## src/rtl/rsq_defines.vh

```
// Constants for the reset sequencer
`ifndef RSQ_DEFINES_VH
`define RSQ_DEFINES_VH

// Sequence lengths in clock_time_unit periods
`define RSQ_SEQ_TCL      11'd1024
`define RSQ_SAMPLE_TCL   11'd8
`define RSQ_SHORT_TCL    11'd4
`define RSQ_CNT_W        11

// Register offsets
`define RSQ_ADDR_SYSCFG  4'h0
`define RSQ_ADDR_WDCTL   4'h1
`define RSQ_ADDR_CFGPORT 4'h2
`define RSQ_ADDR_STATUS  4'h3

// system_config_reg fields
`define RSQ_BIT_BIDIR    3
`define RSQ_BIT_POWERDOWN_PULLUP_CFG   4
`define RSQ_BIT_WDDIS    0

// wdog_control_reg fields
`define RSQ_BIT_SERVICE  0
`define RSQ_BIT_END_OF_INIT_INSTR    1
`define RSQ_BIT_SWRST    2
`define RSQ_FLAG_WDTR    3
`define RSQ_FLAG_SWR     4
`define RSQ_FLAG_SHWR    5
`define RSQ_FLAG_LHWR    6
`define RSQ_FLAG_PONR    7

// Config port fields
`define RSQ_CFG_LATCH_HI 12
`define RSQ_CFG_LATCH_LO 8
`define RSQ_CFG_SET_HI   7
`define RSQ_CFG_SET_LO   2
`define RSQ_CFG_ONES     6'h3f

`define RSQ_WD_RELOAD    16'h0000
`define RSQ_WD_MAX       16'hffff

`endif

```

## src/rtl/rsq_sync.v

```verilog
// Two-stage synchroniser for one pin level
`timescale 1ns/1ps
`default_nettype none

module rsq_sync #(
	parameter RESET_VAL = 1'b1
) (
	// Clock and reset
	input  wire i_clk,
	input  wire i_rst_n,
	// Level
	input  wire i_d,
	output reg  o_q
);

	reg meta;

	always @(posedge i_clk or negedge i_rst_n) begin
		if (!i_rst_n) begin
			meta <= RESET_VAL;
			o_q  <= RESET_VAL;
		end else begin
			meta <= i_d;
			o_q  <= meta;
		end
	end

endmodule
`default_nettype wire

```

## src/rtl/rsq_top.v

```verilog
// Watchdog and bidirectional reset sequencer
`timescale 1ns/1ps
`default_nettype none
`include "rsq_defines.vh"

module rsq_top #(
	parameter SEQ_TCL    = `RSQ_SEQ_TCL,
	parameter SAMPLE_TCL = `RSQ_SAMPLE_TCL,
	parameter SHORT_TCL  = `RSQ_SHORT_TCL
) (
	// Clock and reset
	input  wire        i_clk,
	input  wire        i_rst_n,
	// Register port
	input  wire [3:0]  i_addr,
	input  wire [15:0] i_wdata,
	input  wire        i_wr,
	input  wire        i_rd,
	output reg  [15:0] o_rdata,
	// Pins
	input  wire        i_reset_in_pin,
	input  wire        i_filtered_reset_in,
	input  wire        i_powerdown_reset_pin,
	input  wire [12:8] i_config_port,
	output reg         o_reset_in_pin_out,
	output reg         o_reset_in_pin_oe,
	output reg         o_reset_out_pin_n,
	output reg         o_powerdown_pulldown_en,
	output reg         o_powerdown_pullup_en,
	// External bus
	input  wire        i_bus_active,
	input  wire        i_bus_uses_ready,
	input  wire        i_bus_wait_done,
	input  wire        i_ready_n,
	output reg         o_bus_abort,
	// Core
	output reg         o_core_reset,
	output reg  [12:2] o_config_latched
);

	localparam ST_RUN   = 3'd0;
	localparam ST_BUSW  = 3'd1;
	localparam ST_SEQ   = 3'd2;
	localparam ST_SAMP  = 3'd3;
	localparam ST_WATCH = 3'd4;
	localparam ST_ASYNC = 3'd5;

	localparam K_HW  = 2'd0;
	localparam K_SW  = 2'd1;
	localparam K_WD  = 2'd2;

	////////////////////////////////////////////////////////////////////////////
	// Reset release and pin synchronisers

	reg  rst_m;
	reg  rst_s;
	wire pin_s;
	wire filt_s;
	wire pd_s;
	wire rdy_s;

	always @(posedge i_clk or negedge i_rst_n) begin
		if (!i_rst_n) begin
			rst_m <= 1'b0;
			rst_s <= 1'b0;
		end else begin
			rst_m <= 1'b1;
			rst_s <= rst_m;
		end
	end

	rsq_sync #(.RESET_VAL(1'b1)) u_pin (
		.i_clk(i_clk), .i_rst_n(rst_s), .i_d(i_reset_in_pin), .o_q(pin_s));
	rsq_sync #(.RESET_VAL(1'b1)) u_filt (
		.i_clk(i_clk), .i_rst_n(rst_s), .i_d(i_filtered_reset_in), .o_q(filt_s));
	rsq_sync #(.RESET_VAL(1'b0)) u_pd (
		.i_clk(i_clk), .i_rst_n(rst_s), .i_d(i_powerdown_reset_pin), .o_q(pd_s));
	rsq_sync #(.RESET_VAL(1'b1)) u_rdy (
		.i_clk(i_clk), .i_rst_n(rst_s), .i_d(i_ready_n), .o_q(rdy_s));

	////////////////////////////////////////////////////////////////////////////
	// Config port synchronisers

	// Pins may move near the latch edge; sync guards against metastability
	wire [12:8] cfg_s;
	genvar      gi;
	generate
		for (gi = `RSQ_CFG_LATCH_LO; gi <= `RSQ_CFG_LATCH_HI; gi = gi + 1) begin : g_cfg
			rsq_sync #(.RESET_VAL(1'b1)) u_cfg (
				.i_clk(i_clk), .i_rst_n(rst_s), .i_d(i_config_port[gi]), .o_q(cfg_s[gi]));
		end
	endgenerate

	////////////////////////////////////////////////////////////////////////////
	// State

	reg [2:0]              state;
	reg [1:0]              kind;
	reg [`RSQ_CNT_W-1:0]   cnt;
	reg                    drive_low;
	reg                    bidir;
	reg                    powerdown_pullup_cfg;
	reg                    wd_dis;
	reg                    end_of_init_instr_done;
	reg [15:0]             wdog;
	reg                    f_wdtr;
	reg                    f_swr;
	reg                    f_shwr;
	reg                    f_lhwr;
	reg                    f_ponr;
	reg                    pon_pending;
	reg [4:0]              hold_cnt;

	wire wr_sys  = i_wr && (i_addr == `RSQ_ADDR_SYSCFG);
	wire wr_wd   = i_wr && (i_addr == `RSQ_ADDR_WDCTL);
	wire service = wr_wd && i_wdata[`RSQ_BIT_SERVICE];
	wire end_of_init_instr   = wr_wd && i_wdata[`RSQ_BIT_END_OF_INIT_INSTR];
	wire swrst   = wr_wd && i_wdata[`RSQ_BIT_SWRST];
	wire wd_ovf  = !wd_dis && (wdog == `RSQ_WD_MAX) && !service;
	// Hardware request; sampled pin, so minimum pulse is a few cycles
	wire hw_req  = !pin_s && !drive_low;
	wire async_req = !pin_s && !pd_s;
	wire bus_can_end = !i_bus_uses_ready || !rdy_s;

	////////////////////////////////////////////////////////////////////////////
	// Sequencer

	always @(posedge i_clk or negedge rst_s) begin
		if (!rst_s) begin
			state       <= ST_SEQ;
			kind        <= K_HW;
			cnt         <= {`RSQ_CNT_W{1'b0}};
			drive_low   <= 1'b0;
			bidir       <= 1'b0;
			powerdown_pullup_cfg      <= 1'b0;
			wd_dis      <= 1'b0;
			end_of_init_instr_done  <= 1'b0;
			wdog        <= `RSQ_WD_RELOAD;
			f_wdtr      <= 1'b0;
			f_swr       <= 1'b0;
			f_shwr      <= 1'b0;
			f_lhwr      <= 1'b0;
			f_ponr      <= 1'b0;
			pon_pending <= 1'b1;
			hold_cnt    <= 5'h00;
			o_bus_abort <= 1'b0;
			o_core_reset <= 1'b1;
			o_reset_out_pin_n <= 1'b0;
			o_config_latched  <= 11'h7ff;
			o_powerdown_pullup_en <= 1'b0;
		end else begin
			o_bus_abort <= 1'b0;
			if (state == ST_RUN) begin
				if (wr_sys && !end_of_init_instr_done) begin
					bidir  <= i_wdata[`RSQ_BIT_BIDIR];
					powerdown_pullup_cfg <= i_wdata[`RSQ_BIT_POWERDOWN_PULLUP_CFG];
					wd_dis <= i_wdata[`RSQ_BIT_WDDIS];
				end
				if (end_of_init_instr) begin
					end_of_init_instr_done        <= 1'b1;
					o_reset_out_pin_n <= 1'b1;
				end
				wdog <= service ? `RSQ_WD_RELOAD : wdog + 16'h0001;
			end
			case (state)
			ST_RUN: begin
				if (async_req) begin
					state <= ST_ASYNC;
				end else if (hw_req || swrst || wd_ovf) begin
					kind <= hw_req ? K_HW : (swrst ? K_SW : K_WD);
					// Watchdog waits for bus; hw and sw reset at once
					if (wd_ovf && !hw_req && !swrst && i_bus_active) begin
						state <= ST_BUSW;
					end else begin
						state <= ST_SEQ;
						cnt <= {`RSQ_CNT_W{1'b0}};
						o_core_reset <= 1'b1;
						o_reset_out_pin_n <= 1'b0;
						bidir <= 1'b0;
						// bidir drive on hw request; for sw and wdog only with powerdown pin high
						drive_low <= bidir && (hw_req || pd_s);
					end
				end
			end
			ST_BUSW: begin
				if (!i_bus_active || (i_bus_wait_done && bus_can_end)) begin
					state <= ST_SEQ;
				end else if (i_bus_wait_done) begin
					o_bus_abort <= 1'b1;
					state <= ST_SEQ;
				end
				if (!i_bus_active || i_bus_wait_done) begin
					cnt <= {`RSQ_CNT_W{1'b0}};
					o_core_reset <= 1'b1;
					o_reset_out_pin_n <= 1'b0;
					drive_low <= bidir && pd_s;
					bidir <= 1'b0;
				end
			end
			ST_SEQ: begin
				cnt <= cnt + 1'b1;
				if (kind != K_HW && !pd_s) begin
					drive_low <= 1'b0;
				end
				if (kind == K_HW && async_req) begin
					state <= ST_ASYNC;
				end else if (cnt == SEQ_TCL - 1'b1) begin
					drive_low <= 1'b0;
					cnt <= {`RSQ_CNT_W{1'b0}};
					o_powerdown_pullup_en <= powerdown_pullup_cfg;
					if (kind == K_HW) begin
						state <= ST_SAMP;
					end else begin
						// sw and wdog keep bits 12..8 fresh, 7..2 forced high
						o_config_latched[`RSQ_CFG_LATCH_HI:`RSQ_CFG_LATCH_LO]
							<= cfg_s;
						o_config_latched[`RSQ_CFG_SET_HI:`RSQ_CFG_SET_LO]
							<= `RSQ_CFG_ONES;
						f_wdtr <= (kind == K_WD);
						f_swr  <= (kind == K_SW);
						f_shwr <= 1'b0;
						f_lhwr <= 1'b0;
						f_ponr <= 1'b0;
						o_core_reset <= 1'b0;
						hold_cnt <= 5'h00;
						state <= ST_WATCH;
					end
				end
			end
			ST_SAMP: begin
				// Saturate so a long reset cannot wrap into a second sample
				if (cnt != {`RSQ_CNT_W{1'b1}}) begin
					cnt <= cnt + 1'b1;
				end
				if (cnt == SAMPLE_TCL - 1'b1) begin
					f_shwr <= 1'b1;
					f_lhwr <= !filt_s;
					f_swr  <= 1'b1;
					f_wdtr <= 1'b0;
					f_ponr <= pon_pending;
					pon_pending <= 1'b0;
					o_config_latched <= {cfg_s, `RSQ_CFG_ONES};
					if (filt_s) begin
						o_core_reset <= 1'b0;
						end_of_init_instr_done <= 1'b0;
						state <= ST_RUN;
					end
				end else if (cnt > SAMPLE_TCL - 1'b1 && filt_s) begin
					// Long reset lasts until filtered input rises
					o_core_reset <= 1'b0;
					end_of_init_instr_done <= 1'b0;
					state <= ST_RUN;
				end
			end
			ST_WATCH: begin
				end_of_init_instr_done <= 1'b0;
				wdog <= `RSQ_WD_RELOAD;
				// Own release and sync lag count toward the low time
				hold_cnt <= filt_s ? 5'h00 : hold_cnt + 5'h01;
				if (!filt_s && hold_cnt == SHORT_TCL - 1'b1) begin
					kind <= K_HW;
					cnt <= {`RSQ_CNT_W{1'b0}};
					o_core_reset <= 1'b1;
					o_reset_out_pin_n <= 1'b0;
					state <= ST_SEQ;
				end else if (filt_s || hold_cnt == SAMPLE_TCL[4:0]) begin
					state <= ST_RUN;
				end
			end
			ST_ASYNC: begin
				o_core_reset <= 1'b1;
				o_reset_out_pin_n <= 1'b0;
				drive_low <= bidir;
				bidir <= 1'b0;
				f_lhwr <= 1'b1;
				f_shwr <= 1'b1;
				f_swr  <= 1'b1;
				f_wdtr <= 1'b0;
				if (pin_s) begin
					cnt <= {`RSQ_CNT_W{1'b0}};
					kind <= K_HW;
					state <= ST_SEQ;
				end
			end
			default: state <= ST_RUN;
			endcase
		end
	end

	////////////////////////////////////////////////////////////////////////////
	// Pin drivers and read port

	always @(posedge i_clk or negedge rst_s) begin
		if (!rst_s) begin
			o_reset_in_pin_out      <= 1'b0;
			o_reset_in_pin_oe       <= 1'b0;
			o_powerdown_pulldown_en <= 1'b0;
			o_rdata                 <= 16'h0000;
		end else begin
			// Open drain: level fixed low, only the enable moves
			o_reset_in_pin_out      <= 1'b0;
			o_reset_in_pin_oe       <= drive_low;
			o_powerdown_pulldown_en <= !pin_s;
			o_rdata <= 16'h0000;
			if (i_rd) begin
				if (i_addr == `RSQ_ADDR_SYSCFG) begin
					o_rdata <= {11'h000, powerdown_pullup_cfg, bidir, 2'b00, wd_dis};
				end else if (i_addr == `RSQ_ADDR_WDCTL) begin
					o_rdata <= {8'h00, f_ponr, f_lhwr, f_shwr, f_swr, f_wdtr,
						3'b000};
				end else if (i_addr == `RSQ_ADDR_CFGPORT) begin
					o_rdata <= {3'b000, o_config_latched, 2'b00};
				end else if (i_addr == `RSQ_ADDR_STATUS) begin
					o_rdata <= {10'h000, end_of_init_instr_done, drive_low, 1'b0, state};
				end
			end
		end
	end

endmodule
`default_nettype wire
```

## config.mk

```make
export PLATFORM = sky130hd
export DESIGN_NAME = rsq_top
export DESIGN_NICKNAME = d
export VERILOG_FILES = /design/src/rtl/rsq_sync.v /design/src/rtl/rsq_top.v
export VERILOG_INCLUDE_DIRS = /design/src /design/src/rtl
export SDC_FILE = /design/constraint.sdc
export NUM_CORES = 1
export LEC_CHECK = 0
export ABC_CLOCK_PERIOD_IN_PS = 3250
export BUFFER_PORTS_ARGS = -buffer_cell sky130_fd_sc_hd__buf_2
export CORE_ASPECT_RATIO = 2
export CORE_MARGIN = 4
export CORE_UTILIZATION = 57
export DETAILED_ROUTE_END_ITERATION = 8
export GPL_TIMING_DRIVEN = 0
export PLACE_DENSITY = 0.8
export RECOVER_POWER = 50
export SLEW_MARGIN = 25
export SYNTH_ARGS = -nofsm -noshare
export SYNTH_HDL_FRONTEND = slang
export SYNTH_HIERARCHICAL = 1
export SYNTH_SLANG_ARGS = --single-unit
```

## constraint.sdc

```tcl
create_clock -name i_clk -period 3.25 [get_ports i_clk]
set_input_delay 0.65 -clock i_clk [delete_from_list [all_inputs] [get_ports i_clk]]
set_output_delay 0.65 -clock i_clk [all_outputs]
set_load 0.02 [all_outputs]
```

# Yosys cells after proc, flatten, opt, wreduce, memory -nomap -nowiden
# Cells that the tools add are included.
dict set report totals {
  regBits 101
  input_bits 36
  word_cells 252
}
dict set report classes {
  n_addsub 3
  order_cmp 1
  n_eq_ne 33
  muxes 109
  n_bitwise 1
  n_reduce_logical 61
}
# operator count
set ops {}
lappend ops {{$mux 11} 13}
lappend ops {{$mux 16} 5}
lappend ops {{$pmux 11 s6} 1}
lappend ops {{$mux 1} 49}
lappend ops {{$mux 3} 13}
lappend ops {{$mux 13} 2}
lappend ops {{$pmux 11 s2} 1}
lappend ops {{$logic_and 1x1->1} 20}
lappend ops {{$mux 5} 4}
lappend ops {{$reduce_and 5->1} 4}
lappend ops {{$ne 2x2->1 const B} 9}
lappend ops {{$pmux 3 s6} 1}
lappend ops {{$add 16x1->16 const B} 1}
lappend ops {{$eq 16x16->1 const B} 1}
lappend ops {{$pmux 1 s3} 5}
lappend ops {{$mux 2} 7}
lappend ops {{$logic_not 1->1} 12}
lappend ops {{$ne 3x3->1 const B} 4}
lappend ops {{$add 11x1->11 const B} 1}
lappend ops {{$eq 11x10->1 const B} 1}
lappend ops {{$eq 11x3->1 const B} 1}
lappend ops {{$gt 11x3->1 const B} 1}
lappend ops {{$ne 11x11->1 const B} 1}
lappend ops {{$reduce_and 11->1} 1}
lappend ops {{other kinds (32)} 50}

# Longest topological paths before layout
dict set report depth {
  depth_word 12
  depth_mapped 9
  mapped_depth_nobuf 7
}

# Cells and area by module
# Netlist, hierarchy kept.
# mod n_inst cells_per_inst area_each_um2 seq_area_each_um2
set modules_own_cells {}
lappend modules_own_cells {rsq_top 1 430 4021.4 1861.8}
lappend modules_own_cells {{rsq_sync (g_cfg[10].u_cfg ...)} 8 2 52.6 52.6}
lappend modules_own_cells {{rsq_sync (u_pd)} 1 2 50.0 50.0}

# Worst setup path before layout
# No wires, ideal clock.
dict set report synth_timing {
  kind {input port to flip-flop}
  from {input port i_addr[0]}
  to {register drive_low}
  setup_time_ps 128
  arrival_ps 1963
  path_slack_ps 1160
  path_stages 7
  cell_sequence {buf_2 nor2b_2 a31oi_1 nand2_2 a21oi_1 a211oi_1 mux2_1}
}
dict set report synth_via {
  elab_chain_len 10
}
# element line
set synth_lines {}
lappend synth_lines {{start, declared} rsq_top.v:15} ;# input wire [3:0] i_addr,
lappend synth_lines {{$eq 4x1->1 (no source line) *} --}
lappend synth_lines {{$logic_and 1x1->1 *} rsq_top.v:115} ;# wire wr_wd = i_wr && (i_addr == `RSQ_ADDR_WDCTL);
lappend synth_lines {{$logic_and 1x1->1} rsq_top.v:116} ;# wire service = wr_wd && i_wdata[`RSQ_BIT_SERVICE];
lappend synth_lines {{$logic_not 1->1} rsq_top.v:119} ;# wire wd_ovf = !wd_dis && (wdog == `RSQ_WD_MAX) && !service;
lappend synth_lines {{$logic_and 1x1->1} rsq_top.v:119}
lappend synth_lines {{$logic_and 1x1->1 (3 in series)} rsq_top.v:172} ;# if (wd_ovf && !hw_req && !swrst && i_bus_active) begin
lappend synth_lines {{$ne 2x2->1 (no source line)} --}
lappend synth_lines {{$reduce_and 5->1 (no source line) *} --}
lappend synth_lines {{end signal, assigned} rsq_top.v:181} ;# drive_low <= bidir && (hw_req || pd_s);
lappend synth_lines {{end signal, assigned} rsq_top.v:196} ;# drive_low <= bidir && pd_s;
lappend synth_lines {{end signal, assigned} rsq_top.v:273} ;# drive_low <= bidir;
lappend synth_lines {{end, declared} rsq_top.v:100} ;# reg drive_low;
# Mark *: on every way between the ends. The rest lies on a longest branch, timed or not.
# A chain may end at the register's enable or synchronous reset.

# Final worst setup path
dict set report layout_timing {
  from {register wdog[0]}
  to {register cnt[10]}
}
dict set report layout_via {
  elab_chain_len 8
}
# element line
set layout_lines {}
lappend layout_lines {{start, declared} rsq_top.v:105} ;# reg [15:0] wdog;
lappend layout_lines {{start signal, assigned} rsq_top.v:138} ;# wdog <= `RSQ_WD_RELOAD;
lappend layout_lines {{start signal, assigned} rsq_top.v:163} ;# wdog <= service ? `RSQ_WD_RELOAD : wdog + 16'h0001;
lappend layout_lines {{start signal, assigned} rsq_top.v:257} ;# wdog <= `RSQ_WD_RELOAD;
lappend layout_lines {{$eq 16x16->1 (no source line) *} --}
lappend layout_lines {{$logic_and 1x1->1 * (2 in series)} rsq_top.v:119}
lappend layout_lines {{$logic_and 1x1->1 (3 in series)} rsq_top.v:172}
lappend layout_lines {{$ne 2x2->1 (no source line)} --}
lappend layout_lines {{$reduce_and 8->1 (no source line) *} --}
lappend layout_lines {{end signal, assigned} rsq_top.v:176} ;# cnt <= {`RSQ_CNT_W{1'b0}};
lappend layout_lines {{end signal, assigned} rsq_top.v:193} ;# cnt <= {`RSQ_CNT_W{1'b0}};
lappend layout_lines {{end signal, assigned} rsq_top.v:201} ;# cnt <= cnt + 1'b1;
lappend layout_lines {{end, declared} rsq_top.v:99} ;# reg [`RSQ_CNT_W-1:0] cnt;
# Marked as above.

==> metrics <==
count of unique library cells instantiated by Yosys 70; antenna diode count 0; design area 0.00517 mm^2; relative slew slack -2.54%; fraction of synthesis flops using an asynchronous set or reset pin 100%; number of max-capacitance violations reported 1; clock tree from TritonCTS done; Port Buf Inserts 46; Clock Path Buffers 2; Final Hold Violating Endpoints 0; area added between synthesis and finish 15.2%; transition time at the pin with the least slew margin 1540 ps; number of instances resized during post-cts repair 0; pins over their slew limit 35; top-level port count 70; DRC 0; overall fraction of global-route tracks in use 24.4%; final standard cell utilization of the core 67.6%; Power Dens Cells 710 mW/mm^2; RSZ-0062 raised after global routing false; Setup CP Type flop to flop; Final ANT Viol Nets 0; core area 0.00766 mm^2; part of the cycle the worst path needs 71.6%; average footprint of a synthesized cell between 10 and 15 um^2; Post-DP Area approximately 0.0049 mm^2; initial drt markers 268; post-route worst hold slack 72.3 ps; vias per std cell between 5 and 6; leading cell types in the layout, fill and taps excluded dfrtp_1 (68), buf_2 (52), nand2_1 (43), nor2_1 (37), o21ai_0 (35); clock tree root driver cell clkbuf_16; number of synthesis warnings 6; Fill cells around 640; GPL Wtd Cong a little over 0.9; layout net count 555; height of the die 134 um; HPWL Detailed 8230 um; final setup vio count 0; largest net degree at the start of global routing 57; status finished, violations left; number of clock buffers inserted by TritonCTS 9; Peak VDD IR ~0.51 mV; global-route wire length before repair between 15000 and 20000 um; Leakage roughly 2.4 nW; antenna violations before repair 0; most frequent standard cell in the layout excluding fill and tap cells dfrtp_1; die outline width 70.8 um; category of the worst setup path capture point flop; hold buffer count at CTS 0; via count of the first global-routing pass ~3700; CTS HTree Levels 3; vias 3601; worst min-delay path category primary input to asynchronous set/reset pin; sequential-to-total area share from yosys stat 51.9%; top cell type's share of synthesized area between 30% and 40%; register bit count reported by yosys 92; total global routing overflow 0; violated checks capacitance limit, slew limit; Fmax achieved 430 MHz; flop2flop setup slack just over 900 ps; Max FO, Critical Path 10; post-synthesis instance area 0.00449 mm^2; drt first pass iters 5; dominant register cell in the synthesized netlist dfrtp_1; average wire length per cell after detail routing 17.8 um; cell types with the largest area share after synthesis dfrtp_1 (38%), dfstp_2 (14%), o21ai_0 (3.9%), nand2_1 (3.6%), nor2_1 (3.1%); EDFF count, synth 0; FP Rows 45; data required time of the worst path ~3500 ps; full die area 0.00945 mm^2; cell taking the most area after synthesis dfrtp_1; kind of start point of the critical path flop; fin crit period 2330 ps; signal arrival time at the worst endpoint about 2500 ps; share of cells above drive strength 1 25.2%; clock sink count 92; Worst Clk Skew around 5.0 ps; Clk pin slew, worst setup/hold paths 70 ps; Total Routed Length 10900 um; number of buffers added for setup after CTS 0; clk_lat worst skew 340 ps; starting density of the core 58.7%; post-synthesis instance total 448
==> where the power goes <==
| part | total (W) | internal [W] | switching (W) |
|---|---|---|---|
| clock | 0.000969 | 0.000525 | 0.000444 |
| sequential | 0.00151 | 0.00134 | 0.000173 |
| combinational | 0.00120 | 0.000439 | 0.000758 |
==> routing by layer <==
| metal | global-route usage, % | up-vias | wire, um |
|---|---|---|---|
| met2 | 45.7 | 99 | 6350 |
| met4 | 13.9 | 0 | 359 |
| li1 | - | 1714 | - |
| met3 | 3.25 | 24 | 336 |
| met1 | 25.0 | 1764 | 3880 |
| met5 | 0 | - | 0 |
==> cells by family (layout without fill, tap and decap cells) <==
group	Yosys count	in the layout	share of synthesized area, %
flip-flops	92	92	51.9
AO/OA/AOI/OAI	115	115	15.8
multiplexers	16	16	4.68
AND/OR/NAND/NOR	179	179	21.4
adder cells (fa/ha/maj)	4	4	1.11
other	2	11	0.167
buffers and inverters	35	98	3.96
XOR/XNOR	5	5	0.975
==> sequential cells by signal (all words and copies together), names as in the netlist, 2 cells and up <==
register          count
wdog                 16
o_rdata              13
cnt                  11
g_cfg.u_cfg/meta      5
g_cfg.u_cfg/o_q       5
hold_cnt              5
o_config_latched      5
state                 3
kind                  2
==> critical path, stage by stage (launching register included) <==
cell and delay (ps):
dfrtp_1 410, ha_1 210, and3_1 160, clkbuf_1 210
and4_1 250, and3_1 230, o211ai_1 180, buf_2 220
o21ai_0 220, o31ai_1 100
==> Yosys cell counts, types with 5 or more instances <==
master    number
nand4_1        5
buf_4         10
mux2_4         6
and3_1        12
buf_2          7
and2_1        10
nand3_1       17
nor2_1        37
a21oi_1       18
nand2_1       43
nand2b_1       6
mux2_2         5
o21ai_1       13
dfrtp_1       68
o31ai_1       12
nor3_1        12
inv_1         10
a31oi_1        8
nor2b_1        5
o21ai_0       35
dfstp_2       24
clkbuf_1       7
==> through the flow <==
step	TNS, ps	instances	setup slack (ps)	total power (W)
global route	0	614	752	0.00389
global placement	-19520	597	-303	0.00267
finish	0	614	923	0.00368
floorplan	0	457	540	0.00235
CTS	0	614	963	0.00369
detailed placement	0	598	571	0.00271
==> worst paths after layout <==
path,start,end,depth (start not counted)
worst min register to register,u_pd/meta$_DFF_PN0_,u_pd/o_q$_DFF_PN0_,0
worst max register to register,wdog[0]$_DFFE_PN0P_,cnt[10]$_DFFE_PN0P_,9
max in group asynchronous,rst_s$_DFF_PN0_,state[1]$_DFFE_PN1P_,1
worst min-delay path,i_rst_n,rst_m$_DFF_PN0_,1
worst max-delay path,wdog[0]$_DFFE_PN0P_,cnt[10]$_DFFE_PN0P_,9
min in group i_clk,u_pd/meta$_DFF_PN0_,u_pd/o_q$_DFF_PN0_,0
==> cell type report <==
cell class | count | area (um^2) | area share (%)
buffer | 25 | 140 | 2.71
clock buffer | 10 | 229 | 4.42
clock inverter | 6 | 46.3 | 0.895
inverter | 10 | 37.5 | 0.725
multi-input combinational | 330 | 2020 | 39.0
sequential | 92 | 2330 | 45.1
tap | 94 | 118 | 2.27
timing repair buffer | 47 | 256 | 4.96
No activity file was read; power rests on OpenSTA's default activity.
